## src/design/csmc_defs.svh

```systemverilog
// register indices, field positions, reset values and timing counts
// assumes a 32-bit APB bus; byte address of a register is its index * 4
`ifndef CSMC_DEFS_SVH
`define CSMC_DEFS_SVH
`define CSMC_AW          14
`define CSMC_IDX_LOOP_LO 12'h010
`define CSMC_IDX_LOOP_HI 12'h01E
`define CSMC_IDX_PWR     12'h010
`define CSMC_IDX_CAL     12'h018
`define CSMC_IDX_REFEN   12'h01C
`define CSMC_IDX_DIV     12'h1E0
`define CSMC_IDX_ROUTE   12'h1E1
`define CSMC_IDX_UPD     12'h232
`define CSMC_IDX_NVCTL   12'h240
`define CSMC_IDX_STAT    12'h241
`define CSMC_SLOT_PWR    4'h0
`define CSMC_SLOT_CAL    4'h8
`define CSMC_SLOT_REFEN  4'hC
`define CSMC_POL_BIT     7
`define CSMC_CAL_BIT     0
`define CSMC_SRC_BIT     1
`define CSMC_BYP_BIT     0
`define CSMC_UPD_BIT     0
`define CSMC_SAVE_BIT    0
`define CSMC_PWR_NORMAL  2'h0
`define CSMC_PWR_DOWN    2'h1
`define CSMC_PWR_RST     8'h01
`define CSMC_DIV_RST     8'h00
`define CSMC_ROUTE_RST   8'h00
`define CSMC_CAL_TIME_NS 1000
`define CSMC_CLK_NS      8
`define CSMC_CAL_CYCLES  ((`CSMC_CAL_TIME_NS + `CSMC_CLK_NS - 1) / `CSMC_CLK_NS)
`endif

```

## src/design/csmc_pkg.sv

```systemverilog
// types shared by the clock source configuration block
// assumes csmc_defs.svh for all numeric constants
package csmc_pkg;
  // one configuration image: loop bytes loop_power_and_polarity..0x01E, divider, routing
  typedef struct packed {
    logic [14:0][7:0] loop;
    logic [7:0]       div;
    logic [7:0]       route;
  } csmc_cfg_t;

  typedef enum logic [1:0] {
    CSMC_RESTORE = 2'b00,
    CSMC_IDLE    = 2'b01,
    CSMC_CAL     = 2'b10
  } csmc_state_t;
endpackage

```

## src/design/csmc_top.sv

```systemverilog
// clock source and mode configuration: APB registers, staged update,
// oscillator calibration sequencer, nonvolatile save and restore
// assumes an EEPROM controller on pclk that answers nv_rd_req
// Functional notes
// RULE1 - per-function bits; save/restore image to storage
// RULE2 - loop power 00b runs loop normally
// RULE3 - source bit 1b selects internal oscillator
// RULE4 - bypass bit 0b uses post-divider ratio
// RULE5 - reference inputs follow three-bit enable field
// RULE6 - cal bit then update strobe starts calibration
// RULE7 - host clears cal bit before recalibrating
// RULE8 - host calibrates whenever oscillator used
// RULE9 - loop registers loop_power_and_polarity..0x01E hold loop settings
// RULE10 - host normally keeps divider with oscillator
// RULE11 - host keeps bypassed source below limit
// RULE12 - low-frequency mode differs only by bypass
// RULE13 - loop power 01b powers loop down
// RULE14 - source bit 0b selects external clock
// RULE15 - bypass bit 1b skips the post-divider
// RULE16 - reset: loop off, ratio 000b, external, divided
// RULE17 - writes staged; update bit commits, self-clears
`timescale 1ns/1ns
`include "csmc_defs.svh"
module csmc_top
  import csmc_pkg::*;
#(
  parameter int CAL_N = `CSMC_CAL_CYCLES
) (
  // apb slave
  input  wire logic              pclk,
  input  wire logic              presetn,
  input  wire logic              psel,
  input  wire logic              penable,
  input  wire logic              pwrite,
  input  wire logic [`CSMC_AW-1:0] paddr,
  input  wire logic [31:0]       pwdata,
  input  wire logic [3:0]        pstrb,
  output logic [31:0]            prdata,
  output logic                   pready,
  output logic                   pslverr,
  // nonvolatile image store
  input  wire csmc_cfg_t         nv_rdata,
  input  wire logic              nv_valid,
  input  wire logic              nv_none,
  output logic                   nv_rd_req,
  output logic                   nv_wr,
  output csmc_cfg_t              nv_wdata,
  // active configuration toward the analog section
  output csmc_cfg_t              act_cfg,
  output logic                   pll_normal,
  output logic                   pll_pwrdn,
  output logic                   src_osc,
  output logic                   div_used,
  output logic [2:0]             div_ratio,
  output logic [2:0]             ref_en,
  output logic                   phase_frequency_comparator_neg,
  output logic                   cal_busy
);
  localparam int CAL_LAST = CAL_N - 1;

  csmc_cfg_t   stg, next_stg, next_act, next_nv_wdata;
  csmc_state_t state, next_state;
  logic [15:0] cnt, next_cnt;
  logic        cal_done, next_cal_done, restored, next_restored;
  logic        next_nv_wr, next_nv_rd_req, next_cal_busy;
  logic        next_pll_normal, next_pll_pwrdn, next_src_osc, next_div_used;
  logic [2:0]  next_div_ratio, next_ref_en;
  logic        next_pol;
  logic [31:0] next_prdata;
  logic        next_pready, next_pslverr;
  logic [11:0] idx;
  logic        is_loop, is_div, is_route, is_upd, is_nvctl, is_stat, hit;
  logic        setup, wr, upd, start;

  // address decode, shared by both groups
  assign idx      = paddr[`CSMC_AW-1:2];
  assign is_loop  = (idx >= `CSMC_IDX_LOOP_LO) && (idx <= `CSMC_IDX_LOOP_HI);
  assign is_div   = (idx == `CSMC_IDX_DIV);
  assign is_route = (idx == `CSMC_IDX_ROUTE);
  assign is_upd   = (idx == `CSMC_IDX_UPD);
  assign is_nvctl = (idx == `CSMC_IDX_NVCTL);
  assign is_stat  = (idx == `CSMC_IDX_STAT);
  assign hit      = is_loop | is_div | is_route | is_upd | is_nvctl | is_stat;
  assign setup    = psel & ~penable;
  // only byte lane 0 carries data; other lanes hold nothing
  assign wr       = psel & penable & pready & pwrite & pstrb[0];
  assign upd      = wr & is_upd & pwdata[`CSMC_UPD_BIT];

  // staging, active image, calibration sequencer, save and restore
  always_comb begin
    next_stg      = stg;
    next_act      = act_cfg;
    next_state    = state;
    next_cnt      = cnt;
    next_cal_done = cal_done;
    next_restored = restored;
    next_nv_wr    = 1'b0;
    next_nv_wdata = nv_wdata;
    // writes only touch the staging copy
    if (wr && is_loop) next_stg.loop[idx[3:0]] = pwdata[7:0];  // RULE9
    if (wr && is_div) next_stg.div = pwdata[7:0];  // RULE1
    if (wr && is_route) next_stg.route = pwdata[7:0];  // RULE1
    case (state)
      CSMC_RESTORE: begin
        // stored image replaces the reset defaults without host action
        if (nv_valid) begin
          next_stg      = nv_rdata;  // RULE1
          next_act      = nv_rdata;  // RULE1
          next_restored = 1'b1;
          next_state    = CSMC_IDLE;
        end else if (nv_none) begin
          next_state = CSMC_IDLE;
        end
      end
      CSMC_IDLE, CSMC_CAL: begin
        if (upd) next_act = stg;  // RULE17
      end
      default: next_state = CSMC_IDLE;
    endcase
    // clear of the done flag first, so completion in the same cycle wins
    if (!next_act.loop[`CSMC_SLOT_CAL][`CSMC_CAL_BIT]) next_cal_done = 1'b0;
    // only a 0->1 edge of the active bit starts a run; a held 1 does not
    start = next_act.loop[`CSMC_SLOT_CAL][`CSMC_CAL_BIT] &
            ~act_cfg.loop[`CSMC_SLOT_CAL][`CSMC_CAL_BIT];  // RULE6 RULE7
    if (start) begin
      next_state    = CSMC_CAL;  // RULE6
      next_cnt      = 16'(CAL_LAST);
      next_cal_done = 1'b0;
    end else if (state == CSMC_CAL) begin
      if (cnt == 16'h0000) begin
        next_state    = CSMC_IDLE;
        next_cal_done = 1'b1;
      end else begin
        next_cnt = cnt - 16'h0001;
      end
    end
    // save snapshots the active image, never a half-staged one
    if (wr && is_nvctl && pwdata[`CSMC_SAVE_BIT] &&
        state != CSMC_RESTORE) begin
      next_nv_wr    = 1'b1;  // RULE1
      next_nv_wdata = act_cfg;
    end
    next_nv_rd_req  = (next_state == CSMC_RESTORE);
    next_cal_busy   = (next_state == CSMC_CAL);
    next_pll_normal =
      (next_act.loop[`CSMC_SLOT_PWR][1:0] == `CSMC_PWR_NORMAL);  // RULE2
    next_pll_pwrdn  =
      (next_act.loop[`CSMC_SLOT_PWR][1:0] == `CSMC_PWR_DOWN);  // RULE13
    next_pol        = next_act.loop[`CSMC_SLOT_PWR][`CSMC_POL_BIT];
    next_src_osc    = next_act.route[`CSMC_SRC_BIT];  // RULE3 RULE14
    // bypass changes nothing but the divider tap
    next_div_used   = ~next_act.route[`CSMC_BYP_BIT];  // RULE4 RULE15 RULE12
    next_div_ratio  = next_act.div[2:0];  // RULE4
    next_ref_en     = next_act.loop[`CSMC_SLOT_REFEN][2:0];  // RULE5
  end

  always_ff @(posedge pclk or negedge presetn) begin
    if (!presetn) begin
      stg        <= '{loop: {{14{8'h00}}, `CSMC_PWR_RST},
                      div: `CSMC_DIV_RST, route: `CSMC_ROUTE_RST};  // RULE16
      act_cfg    <= '{loop: {{14{8'h00}}, `CSMC_PWR_RST},
                      div: `CSMC_DIV_RST, route: `CSMC_ROUTE_RST};  // RULE16
      state      <= CSMC_RESTORE;
      cnt        <= 16'h0000;
      cal_done   <= 1'b0;
      restored   <= 1'b0;
      nv_wr      <= 1'b0;
      nv_wdata   <= '0;
      nv_rd_req  <= 1'b1;
      cal_busy   <= 1'b0;
      pll_normal <= 1'b0;
      pll_pwrdn  <= 1'b1;  // RULE16
      phase_frequency_comparator_neg <= 1'b0;
      src_osc    <= 1'b0;
      div_used   <= 1'b1;
      div_ratio  <= 3'h0;
      ref_en     <= 3'h0;
    end else begin
      stg        <= next_stg;
      act_cfg    <= next_act;
      state      <= next_state;
      cnt        <= next_cnt;
      cal_done   <= next_cal_done;
      restored   <= next_restored;
      nv_wr      <= next_nv_wr;
      nv_wdata   <= next_nv_wdata;
      nv_rd_req  <= next_nv_rd_req;
      cal_busy   <= next_cal_busy;
      pll_normal <= next_pll_normal;
      pll_pwrdn  <= next_pll_pwrdn;
      phase_frequency_comparator_neg <= next_pol;
      src_osc    <= next_src_osc;
      div_used   <= next_div_used;
      div_ratio  <= next_div_ratio;
      ref_en     <= next_ref_en;
    end
  end

  // apb answer: data captured in setup, so access never waits
  always_comb begin
    next_pready  = setup;
    next_pslverr = setup & ~hit;
    next_prdata  = 32'h0000_0000;
    if (setup && !pwrite) begin
      if (is_loop) next_prdata[7:0] = stg.loop[idx[3:0]];
      else if (is_div) next_prdata[7:0] = stg.div;
      else if (is_route) next_prdata[7:0] = stg.route;
      else if (is_stat) next_prdata[2:0] = {restored, cal_done, cal_busy};
      else next_prdata = 32'h0000_0000;  // update and save read as zero
    end
  end

  always_ff @(posedge pclk or negedge presetn) begin
    if (!presetn) begin
      prdata  <= 32'h0000_0000;
      pready  <= 1'b0;
      pslverr <= 1'b0;
    end else begin
      prdata  <= next_prdata;
      pready  <= next_pready;
      pslverr <= next_pslverr;
    end
  end
endmodule // csmc_top

```

## config.mk

```make
export PLATFORM = sky130hd
export DESIGN_NAME = csmc_top
export DESIGN_NICKNAME = d
export VERILOG_FILES = /design/src/design/csmc_pkg.sv /design/src/design/csmc_top.sv
export VERILOG_INCLUDE_DIRS = /design/src /design/src/design
export SDC_FILE = /design/constraint.sdc
export NUM_CORES = 1
export LEC_CHECK = 0
export ABC_AREA = 1
export BUFFER_PORTS_ARGS = -buffer_cell sky130_fd_sc_hd__buf_2
export CELL_PAD_IN_SITES_DETAIL_PLACEMENT = 1
export CELL_PAD_IN_SITES_GLOBAL_PLACEMENT = 1
export CORE_MARGIN = 2
export CORE_UTILIZATION = 39
export DETAILED_ROUTE_END_ITERATION = 10
export PLACE_DENSITY_LB_ADDON = 0.1
export SYNTH_ARGS = -nofsm -noshare
export SYNTH_HDL_FRONTEND = slang
export SYNTH_SLANG_ARGS = --single-unit
```

## constraint.sdc

```tcl
create_clock -name pclk -period 2.8 [get_ports pclk]
set_input_delay 0.28 -clock pclk [delete_from_list [all_inputs] [get_ports pclk]]
set_output_delay 0.28 -clock pclk [all_outputs]
set_load 0.005 [all_outputs]
```

==> results.yml, run 1 <==
synth:
  synth_seq_cells: 444
  ys_seq_area_share_pct: 51.2
  synthTopCellsByCount: "nand2_1 (803), dfrtp_1 (439), o21ai_0 (421), inv_1 (292), nand3_1 (186)"
  synthArstFlopShare_pct: 100
  syn_area_sq_mm: 0.0217
  synth_top_area_cell: "dfrtp_1"
  yosys_warnings: 0
  synth_ff_type: "dfrtp_1"
  avgSynthCellArea_sq_um: 7.87
  synth.area.top_cells: "dfrtp_1 (51%), nand2_1 (14%), o21ai_0 (9.7%), inv_1 (5.0%), nand3_1 (4.3%)"
  synthCells: 2760
  synth_top_area_share_pct: 50.6
  synth_edf_count: 0
  synthDistinctLibCells: 38
  synth_most_common_cell: "nand2_1"
sta:
  period_share_pct: 92.1
  final_hold_viol_count: 0
  holdWs_ns: 0.0161
  finalWorstSetupSlack_ns: 0.222
  drv_slew: 0
  setup_violations: 0
  tightestPinTransition_ns: 0.968
  relSlewSlack_pct: 35.5
  fmax_ghz: 0.388
  period_minus_slack_ns: 2.58
  setup_tns_ns: 0
  rsz0062_at_grt: "false"
  worst_clock_skew_ns: 0.0237
worst_setup_path:
  cpMostUsedCell: "nand2_1"
  rr_startpoint: "state[0]"
  crit_type: "flop to flop"
  critPathTopFamily: "adder cells"
  cp_num_buf_inv: 2
  critPathCaptureType: "flop"
  critPathMaxStageDelay_ns: 0.61
  cp_slowest_cell: "ha_2"
  cp_max_fo: 50
  reg2reg_depth: 7
  cp.required_ns: 3.28
  crit_arrival_ns: 3.06
  r2r_end: "act_cfg[57]"
  cp_cell_sequence: "inv_1 -> ha_2 -> a21oi_1 -> a21oi_4 -> inv_2 -> nand2_1 -> nand2_1"
  startpoint_type: "flop"
  rrSetupSlack_ns: 0.22
clock_tree:
  cts.reportedPaths.clkPinSlew_ns: 0.06
  htree_levels: 2
  cts.sinks: 444
  clkLatencyLatePin_ns: 0.61
  post_cts_buffers: 0
  root_buffer: "clkbuf_16"
  numCtsBuffers: 51
  cts_tree: "yes"
  clockBufferDepth: 3
global_route:
  antenna_found_initial: 10
  overflow: 0
  grt_max_degree: 131
  grt_pass1_vias: 22769
  grt_pass1_wl_um: 135000
  grt_usage_pct: 30.4
die:
  die_w_um: 240
  core-area_sq_mm: 0.0551
  die_h_um: 240
  rows: 86
  initial_core_util_pct: 39.4
  dieArea_sq_mm: 0.0576
  ios: 513
detailed_routing:
  post_drt_wl_per_cell_um: 21.7
  ant_nets: 0
  drt-vias-per-instance: 5.36
  totalWireLength_um: 88100
  drc_errors: 0
  num_vias: 21814
  dr.pass1.iters: 5
  drtIter0Drc: 1497
pwr:
  ir_worst_vdd_mv: 0.465
  pwr_density_cell_mw_per_mm2: 916
  finalPower_mw: 25.5
  p_leak_nw: 14.6
hold_path:
  min-delay-start: "nv_rdata[71]"
  min_to: "stg[71]"
  hp-class: "input port to flop"
  min_path_cells: 3
layout:
  area_growth_pct: 28.1
  final_cells: 4070
  utilization_pct: 50.5
  design_area_sq_mm: 0.0278
  drive_gt1_share_pct: 19.0
  seq_area_sq_mm: 0.0111
  fillerInstances: 6840
  final_net_count: 3474
  multiInputGateArea_sq_mm: 0.00859
run:
  drv_cap: 0
placement:
  dp_worst_setup_slack_ns: 0.223
  dp_hpwl_um: 61900
  port_buffers: 459
  routabilityCongestion: 0.903
  placed_cell_area_sq_mm: 0.0248
  dp_cells: 3839
outcome:
  status: "finished clean"
==> cells in the final DEF (no fill, tap or decap), types with 65 or more instances in the layout <==
cell and n:
nor2_1 65, nand3_1 186, o22ai_1 87, inv_1 291, dlygate4sd3_1 132, dfrtp_1 439
o21ai_0 421, o31ai_1 95, buf_2 458, nand2_1 801
==> where the power goes <==
group          switching (mW)  total, mW  internal [mW]
combinational            6.30       9.31           3.01
sequential               1.25       9.37           8.12
clock                    2.80       6.81           4.01
total                    10.4       25.5           15.1
==> logic make-up (layout without fill, tap and decap cells) <==
kind of cell               after synthesis  after routing  share of synthesized area [%]
and+or+nand+nor                       1099           1099                           20.7
AOI/OAI and AO/OA                      684            684                           17.6
buffers and inverters                  517           1050                           9.85
DFF                                    444            444                           51.2
xor gates and xnor gates                 9              9                          0.363
adders and majority gates                5              5                          0.288
other                                    1             30                         0.0173
muxes                                    1              1                         0.0461
==> worst max-delay path by stage <==
stage	from	end	slack, ns	depth (start not counted)
after floorplan	state[0]	act_cfg[104]	0.76	12
after global placement	paddr[12]	act_cfg[56]	0.34	9
after detailed placement	state[0]	nv_wdata[24]	0.22	6
after CTS	state[0]	nv_wdata[34]	0.20	6
after global routing	state[0]	act_cfg[57]	0.05	7
final	state[0]	act_cfg[57]	0.22	7
==> registers in the layout, indices dropped and copies added (netlist names), 2 cells and up, named ones only <==
signal,cells
stg,136
act_cfg,134
state,2
prdata,8
nv_wdata,136
cnt,16
==> routing by layer <==
| metal | GRT usage, % | share of wire (%) | vias up |
|---|---|---|---|
| li1 | - | - | 10025 |
| met1 | 42.3 | 45 | 10985 |
| met4 | 9.20 | 2.8 | 6 |
| met2 | 49.1 | 47 | 662 |
| met3 | 4.21 | 5.4 | 136 |
| met5 | 0 | 0.043 | - |
==> worst register-to-register path, stage by stage, from the launching register on <==
cell,delay [ns]
dfrtp_1,0.38
inv_1,0.11
ha_2,0.61
a21oi_1,0.18
a21oi_4,0.39
inv_2,0.48
nand2_1,0.24
nand2_1,0.08
==> area by class of cell <==
class | count | area share (%)
inverters | 297 | 4.04
repair buffers | 660 | 15.7
diodes | 6 | 0.0540
clock buffers | 73 | 5.29
flip-flops and latches | 444 | 39.9
multi-input cells | 1822 | 30.9
clock inverters | 20 | 0.733
well taps | 748 | 3.36
==> what timing repair did <==
item | CTS | global route
hold endpoints to repair | 178 | 0
hold buffers | 132 | 0
gates resized for setup | 0 | 1
endpoints found under the setup margin | 0 | 18
Note: power is estimated with default switching activity, not from simulation.
==> run 2: changes to the inputs <==
--- a/config.mk
+++ b/config.mk
@@ -11,7 +11,7 @@
 export CELL_PAD_IN_SITES_DETAIL_PLACEMENT = 1
 export CELL_PAD_IN_SITES_GLOBAL_PLACEMENT = 1
 export CORE_MARGIN = 2
-export CORE_UTILIZATION = 39
+export CORE_UTILIZATION = 36
 export DETAILED_ROUTE_END_ITERATION = 10
 export PLACE_DENSITY_LB_ADDON = 0.1
 export SYNTH_ARGS = -nofsm -noshare
==> constraint.sdc (replaced) <==
create_clock -name pclk -period 2.2 [get_ports pclk]
set_input_delay 0.22 -clock pclk [delete_from_list [all_inputs] [get_ports pclk]]
set_output_delay 0.22 -clock pclk [all_outputs]
set_load 0.005 [all_outputs]
==> results.yml, run 2 (synthesis gave the netlist of run 1 again) <==
outcome:
  status: "finished clean"
detailed_routing:
  drtIter0Drc: 1467
  drt-vias-per-instance: 5.27
  ant_nets: 0
  totalWireLength_um: 90600
  post_drt_wl_per_cell_um: 21.7
  drc_errors: 0
  dr.pass1.iters: 5
  num_vias: 21987
worst_setup_path:
  rrSetupSlack_ns: 0.09
  cp_max_fo: 40
  cp_slowest_cell: "dfrtp_1"
  cp_cell_sequence: "nand3_1 -> nor3_4 -> nand3_4 -> buf_12 -> buf_4 -> o21ai_0 -> nand3_1 -> nand2_1"
  r2r_end: "act_cfg[15]"
  critPathCaptureType: "flop"
  critPathMaxStageDelay_ns: 0.35
  crit_arrival_ns: 2.65
  rr_startpoint: "pready"
  startpoint_type: "flop"
  cpMostUsedCell: "nand3_1"
  crit_type: "flop to flop"
  cp.required_ns: 2.74
  reg2reg_depth: 8
sta:
  period_minus_slack_ns: 2.11
  final_hold_viol_count: 0
  relSlewSlack_pct: 63.9
  worst_clock_skew_ns: 0.0141
  period_share_pct: 95.9
  fmax_ghz: 0.474
  setup_tns_ns: 0
  rsz0062_at_grt: "true"
  drv_slew: 0
  holdWs_ns: 0.0407
  finalWorstSetupSlack_ns: 0.0906
  tightestPinTransition_ns: 0.541
  setup_violations: 0
layout:
  drive_gt1_share_pct: 20.6
  design_area_sq_mm: 0.0288
  final_cells: 4175
  fillerInstances: 7374
  layout_common_cells: "nand2_1 (799), buf_2 (458), dfrtp_1 (439)"
  area_growth_pct: 32.4
  final_net_count: 3546
  final_common_cell: "nand2_1"
  utilization_pct: 47.9
  largestRegisters: "nv_wdata x136, stg x136, act_cfg x134"
placement:
  dp_hpwl_um: 64400
  port_buffers: 459
  routabilityCongestion: 0.886
  placed_cell_area_sq_mm: 0.0255
  dp_worst_setup_slack_ns: -0.0926
  dp_cells: 3933
die:
  die_h_um: 250
  initial_core_util_pct: 36.2
  ios: 513
  core-area_sq_mm: 0.0600
  dieArea_sq_mm: 0.0623
  die_w_um: 250
  rows: 90
hold_path:
  min_path_cells: 3
  min_to: "stg[21]"
  min-delay-start: "pwdata[5]"
  hp-class: "input port to flop"
clock_tree:
  cts.sinks: 444
  numCtsBuffers: 52
  cts.reportedPaths.clkPinSlew_ns: 0.06
  root_buffer: "clkbuf_16"
  htree_levels: 2
  clockBufferDepth: 3
  cts_tree: "yes"
  clkLatencyLatePin_ns: 0.61
global_route:
  antenna_found_initial: 9
  grt_pass1_vias: 23115
  grt_pass1_wl_um: 140000
  overflow: 0
  grt_max_degree: 98
  grt_usage_pct: 28.7
pwr:
  finalPower_mw: 33.9
  ir_worst_vdd_mv: 0.715
  pwr_density_cell_mw_per_mm2: 1180
  p_leak_nw: 15.1
run:
  drv_cap: 0
run 2: changes by cell type in the layout (fill, tap and decap cells not counted), moves of 7 or more:
cell           before  now
buf_12             18   30
buf_4              50   95
clkbuf_8            7   14
clkinv_2           15    7
dlygate4sd3_1     132  140
run 2: critical path: cells and delay by family, from the launching register on:
kind | cells | cell delay [ns]
AO/OA/AOI/OAI | 1 | 0.27
buffers and inverters | 2 | 0.43
flip-flops | 1 | 0.35
AND/OR/NAND/NOR | 5 | 0.97
run 2: worst max path at each step:
stage / slack, ns / from / cells after the start / end
after floorplan: 0.16 / state[0] / 12 / act_cfg[104]
after global placement: -0.09 / paddr[2] / 10 / prdata[2]
after detailed placement: -0.09 / state[1] / 8 / act_cfg[38]
after CTS: 0.03 / state[1] / 8 / act_cfg[71]
after global routing: -0.01 / pready / 8 / nv_wdata[42]
final: 0.09 / pready / 8 / act_cfg[15]
run 2: final cells by class:
cell class	instances	area, sq um	share of cell area, %
Clock inverter	14	181	0.631
Tap cell	782	978	3.40
Antenna cell	4	10.0	0.0348
Timing Repair Buffer	731	5160	18.0
Clock buffer	81	1570	5.46
Sequential cell	444	11100	38.7
Multi-Input combinational cell	1822	8610	29.9
Inverter	297	1120	3.91
run 2: routing by layer:
layer  GRT usage, %  vias up  wire length, um
met1           38.5    11101            39900
met3           4.18      126             4380
met4           7.56        8             2130
met5              0        -               49
li1               -    10179                -
met2           48.5      573            44100
run 2: timing repair:
action                                  CTS  global route
endpoints found under the setup margin   76            48
endpoints found under the hold margin   384             0
hold buffers                            140             0
gates resized for setup                   1            10
pin swaps                                 0             0
cloned                                    0             2
setup buffers                             0             1
run 2: where the power goes:
part	internal [mW]	switching (mW)	total, mW
combinational	4.64	8.32	13.0
clock	5.36	3.62	8.98
sequential	10.3	1.61	11.9
total	20.3	13.6	33.9
==> run 3: changes to the inputs <==
--- a/config.mk
+++ b/config.mk
@@ -7,12 +7,12 @@
 export NUM_CORES = 1
 export LEC_CHECK = 0
 export ABC_AREA = 1
-export BUFFER_PORTS_ARGS = -buffer_cell sky130_fd_sc_hd__buf_2
 export CELL_PAD_IN_SITES_DETAIL_PLACEMENT = 1
 export CELL_PAD_IN_SITES_GLOBAL_PLACEMENT = 1
 export CORE_MARGIN = 2
-export CORE_UTILIZATION = 36
+export CORE_UTILIZATION = 41
 export DETAILED_ROUTE_END_ITERATION = 10
+export DONT_BUFFER_PORTS = 1
 export PLACE_DENSITY_LB_ADDON = 0.1
 export SYNTH_ARGS = -nofsm -noshare
 export SYNTH_HDL_FRONTEND = slang
==> results.yml, run 3 (synthesis gave the netlist of run 1 again) <==
sta:
  tightestPinTransition_ns: 1.16
  relSlewSlack_pct: 22.5
  setup_violations: 0
  worst_clock_skew_ns: 0.0210
  final_hold_viol_count: 441
  fmax_ghz: 0.467
  holdWs_ns: -0.675
  period_share_pct: 97.4
  rsz0062_at_grt: "false"
  drv_slew: 0
  period_minus_slack_ns: 2.14
die:
  core-area_sq_mm: 0.0524
  rows: 84
  die_h_um: 234
  die_w_um: 234
  dieArea_sq_mm: 0.0548
  ios: 513
  initial_core_util_pct: 41.4
global_route:
  grt_pass1_wl_um: 129000
  grt_max_degree: 445
  grt_usage_pct: 30.7
  grt_pass1_vias: 21192
  overflow: 0
  antenna_found_initial: 12
worst_setup_path:
  cp_num_buf_inv: 3
  critPathMaxStageDelay_ns: 0.44
  crit_type: "flop to flop"
  crit_arrival_ns: 2.64
  cp_cell_sequence: "inv_1 -> ha_4 -> inv_4 -> buf_4 -> o31ai_1 -> nand3_1 -> o21ai_0"
  cp.required_ns: 2.70
  cp_slowest_cell: "o31ai_1"
  critPathTopFamily: "compound AO/OA/AOI/OAI gates"
  r2r_end: "act_cfg[81]"
  cp_max_fo: 45
  reg2reg_depth: 7
  startpoint_type: "flop"
  critPathCaptureType: "flop"
  rr_startpoint: "state[1]"
  rrSetupSlack_ns: 0.06
layout:
  final_common_cell: "nand2_1"
  final_cells: 3594
  utilization_pct: 49.7
  layout_common_cells: "nand2_1 (801), dfrtp_1 (439), o21ai_0 (421)"
  final_net_count: 3052
  drive_gt1_share_pct: 7.32
  fillerInstances: 6238
  largestRegisters: "nv_wdata x136, stg x136, act_cfg x134"
  area_growth_pct: 19.9
clock_tree:
  numCtsBuffers: 51
  holdBufCountCts: 152
  htree_levels: 2
  cts.sinks: 444
  cts_tree: "yes"
  clockBufferDepth: 3
  cts.reportedPaths.clkPinSlew_ns: 0.06
  clkLatencyLatePin_ns: 0.61
  root_buffer: "clkbuf_16"
pwr:
  pwr_density_cell_mw_per_mm2: 1250
  p_leak_nw: 12.6
  ir_worst_vdd_mv: 1.02
placement:
  dp_cells: 3337
  port_buffers: 0
  dp_hpwl_um: 58400
  routabilityCongestion: 0.880
outcome:
  status: "finished, violations left"
  violations: "hold timing"
detailed_routing:
  dr.pass1.iters: 5
  drtIter0Drc: 1553
  drc_errors: 0
  ant_nets: 0
  totalWireLength_um: 85700
  num_vias: 20205
  drt-vias-per-instance: 5.62
  post_drt_wl_per_cell_um: 23.8
hold_path:
  hp-class: "input port to asynchronous set/reset pin"
run:
  drv_cap: 0
[run 3: changes by cell type in the layout (fill, tap and decap cells not counted), sizes merged, moves of 5 or more]
cell,change
buf,-503
diode,+7
clkinv,+8
clkinvlp,+5
clkbuf,-17
dlygate4sd3,+12
[run 3: worst reg2reg max path: cells and delay by family (launching register included)]
family / cells / cell delay (ns)
buffers and inverters: 3 / 0.52
DFF: 1 / 0.41
adders and majority gates: 1 / 0.40
AOI/OAI and AO/OA: 2 / 0.59
and+or+nand+nor: 1 / 0.12
[run 3: worst max-delay path by stage]
stage               slack (ns)  cells past startpoint      endpoint      start
floorplan                 0.16                     12  act_cfg[104]   state[0]
global placement        -0.004                      7   act_cfg[32]   state[1]
detailed placement       -0.16                      7   act_cfg[32]   state[1]
CTS                       0.02                      7   act_cfg[24]     pready
global route             0.005                     10       stg[14]  paddr[12]
finish                    0.06                      7   act_cfg[81]   state[1]
[run 3: stage by stage]
stage / worst slack [ns] / setup TNS (ns) / total power, mW / cell area, sq um
after floorplan: 0.158 / 0 / 18.7 / 21800
after global placement: -0.00393 / -0.00393 / 22.2 / 22600
after detailed placement: -0.157 / -0.211 / 22.6 / 22600
after CTS: 0.0200 / 0 / 32.4 / 26000
after global routing: 0.00462 / 0 / 34.4 / 26000
final: 0.0565 / 0 / 32.4 / 26000
[run 3: layout make-up]
cell class	count	area (sq um)	area share, %
Sequential cell	444	11100	42.7
Multi-Input combinational cell	1822	8660	33.2
Timing Repair Buffer	238	2430	9.33
Clock buffer	66	1470	5.66
Inverter	297	1120	4.32
Tap cell	688	861	3.31
Clock inverter	28	354	1.36
Antenna cell	11	27.5	0.106
[run 3: repair_timing]
action | in CTS | in global routing
buffers inserted | 0 | 0
resized for setup | 3 | 14
setup endpoints to repair | 16 | 48
hold endpoints to repair | 717 | 444
[run 3: per-layer routing]
metal	wire [um]	global-route usage [%]	vias up	share of wire [%]
li1	-	-	9190	-
met1	35900	40.5	10145	42
met2	40100	48.9	704	47
met3	6240	6.81	164	7.3
met4	3310	12.2	2	3.9
met5	13	0	-	0.015
[run 3: report_power, final]
group,internal (mW),total (mW),switching (mW)
Combinational,3.46,11.0,7.50
Sequential,10.3,12.2,1.90
Clock,5.55,9.24,3.69
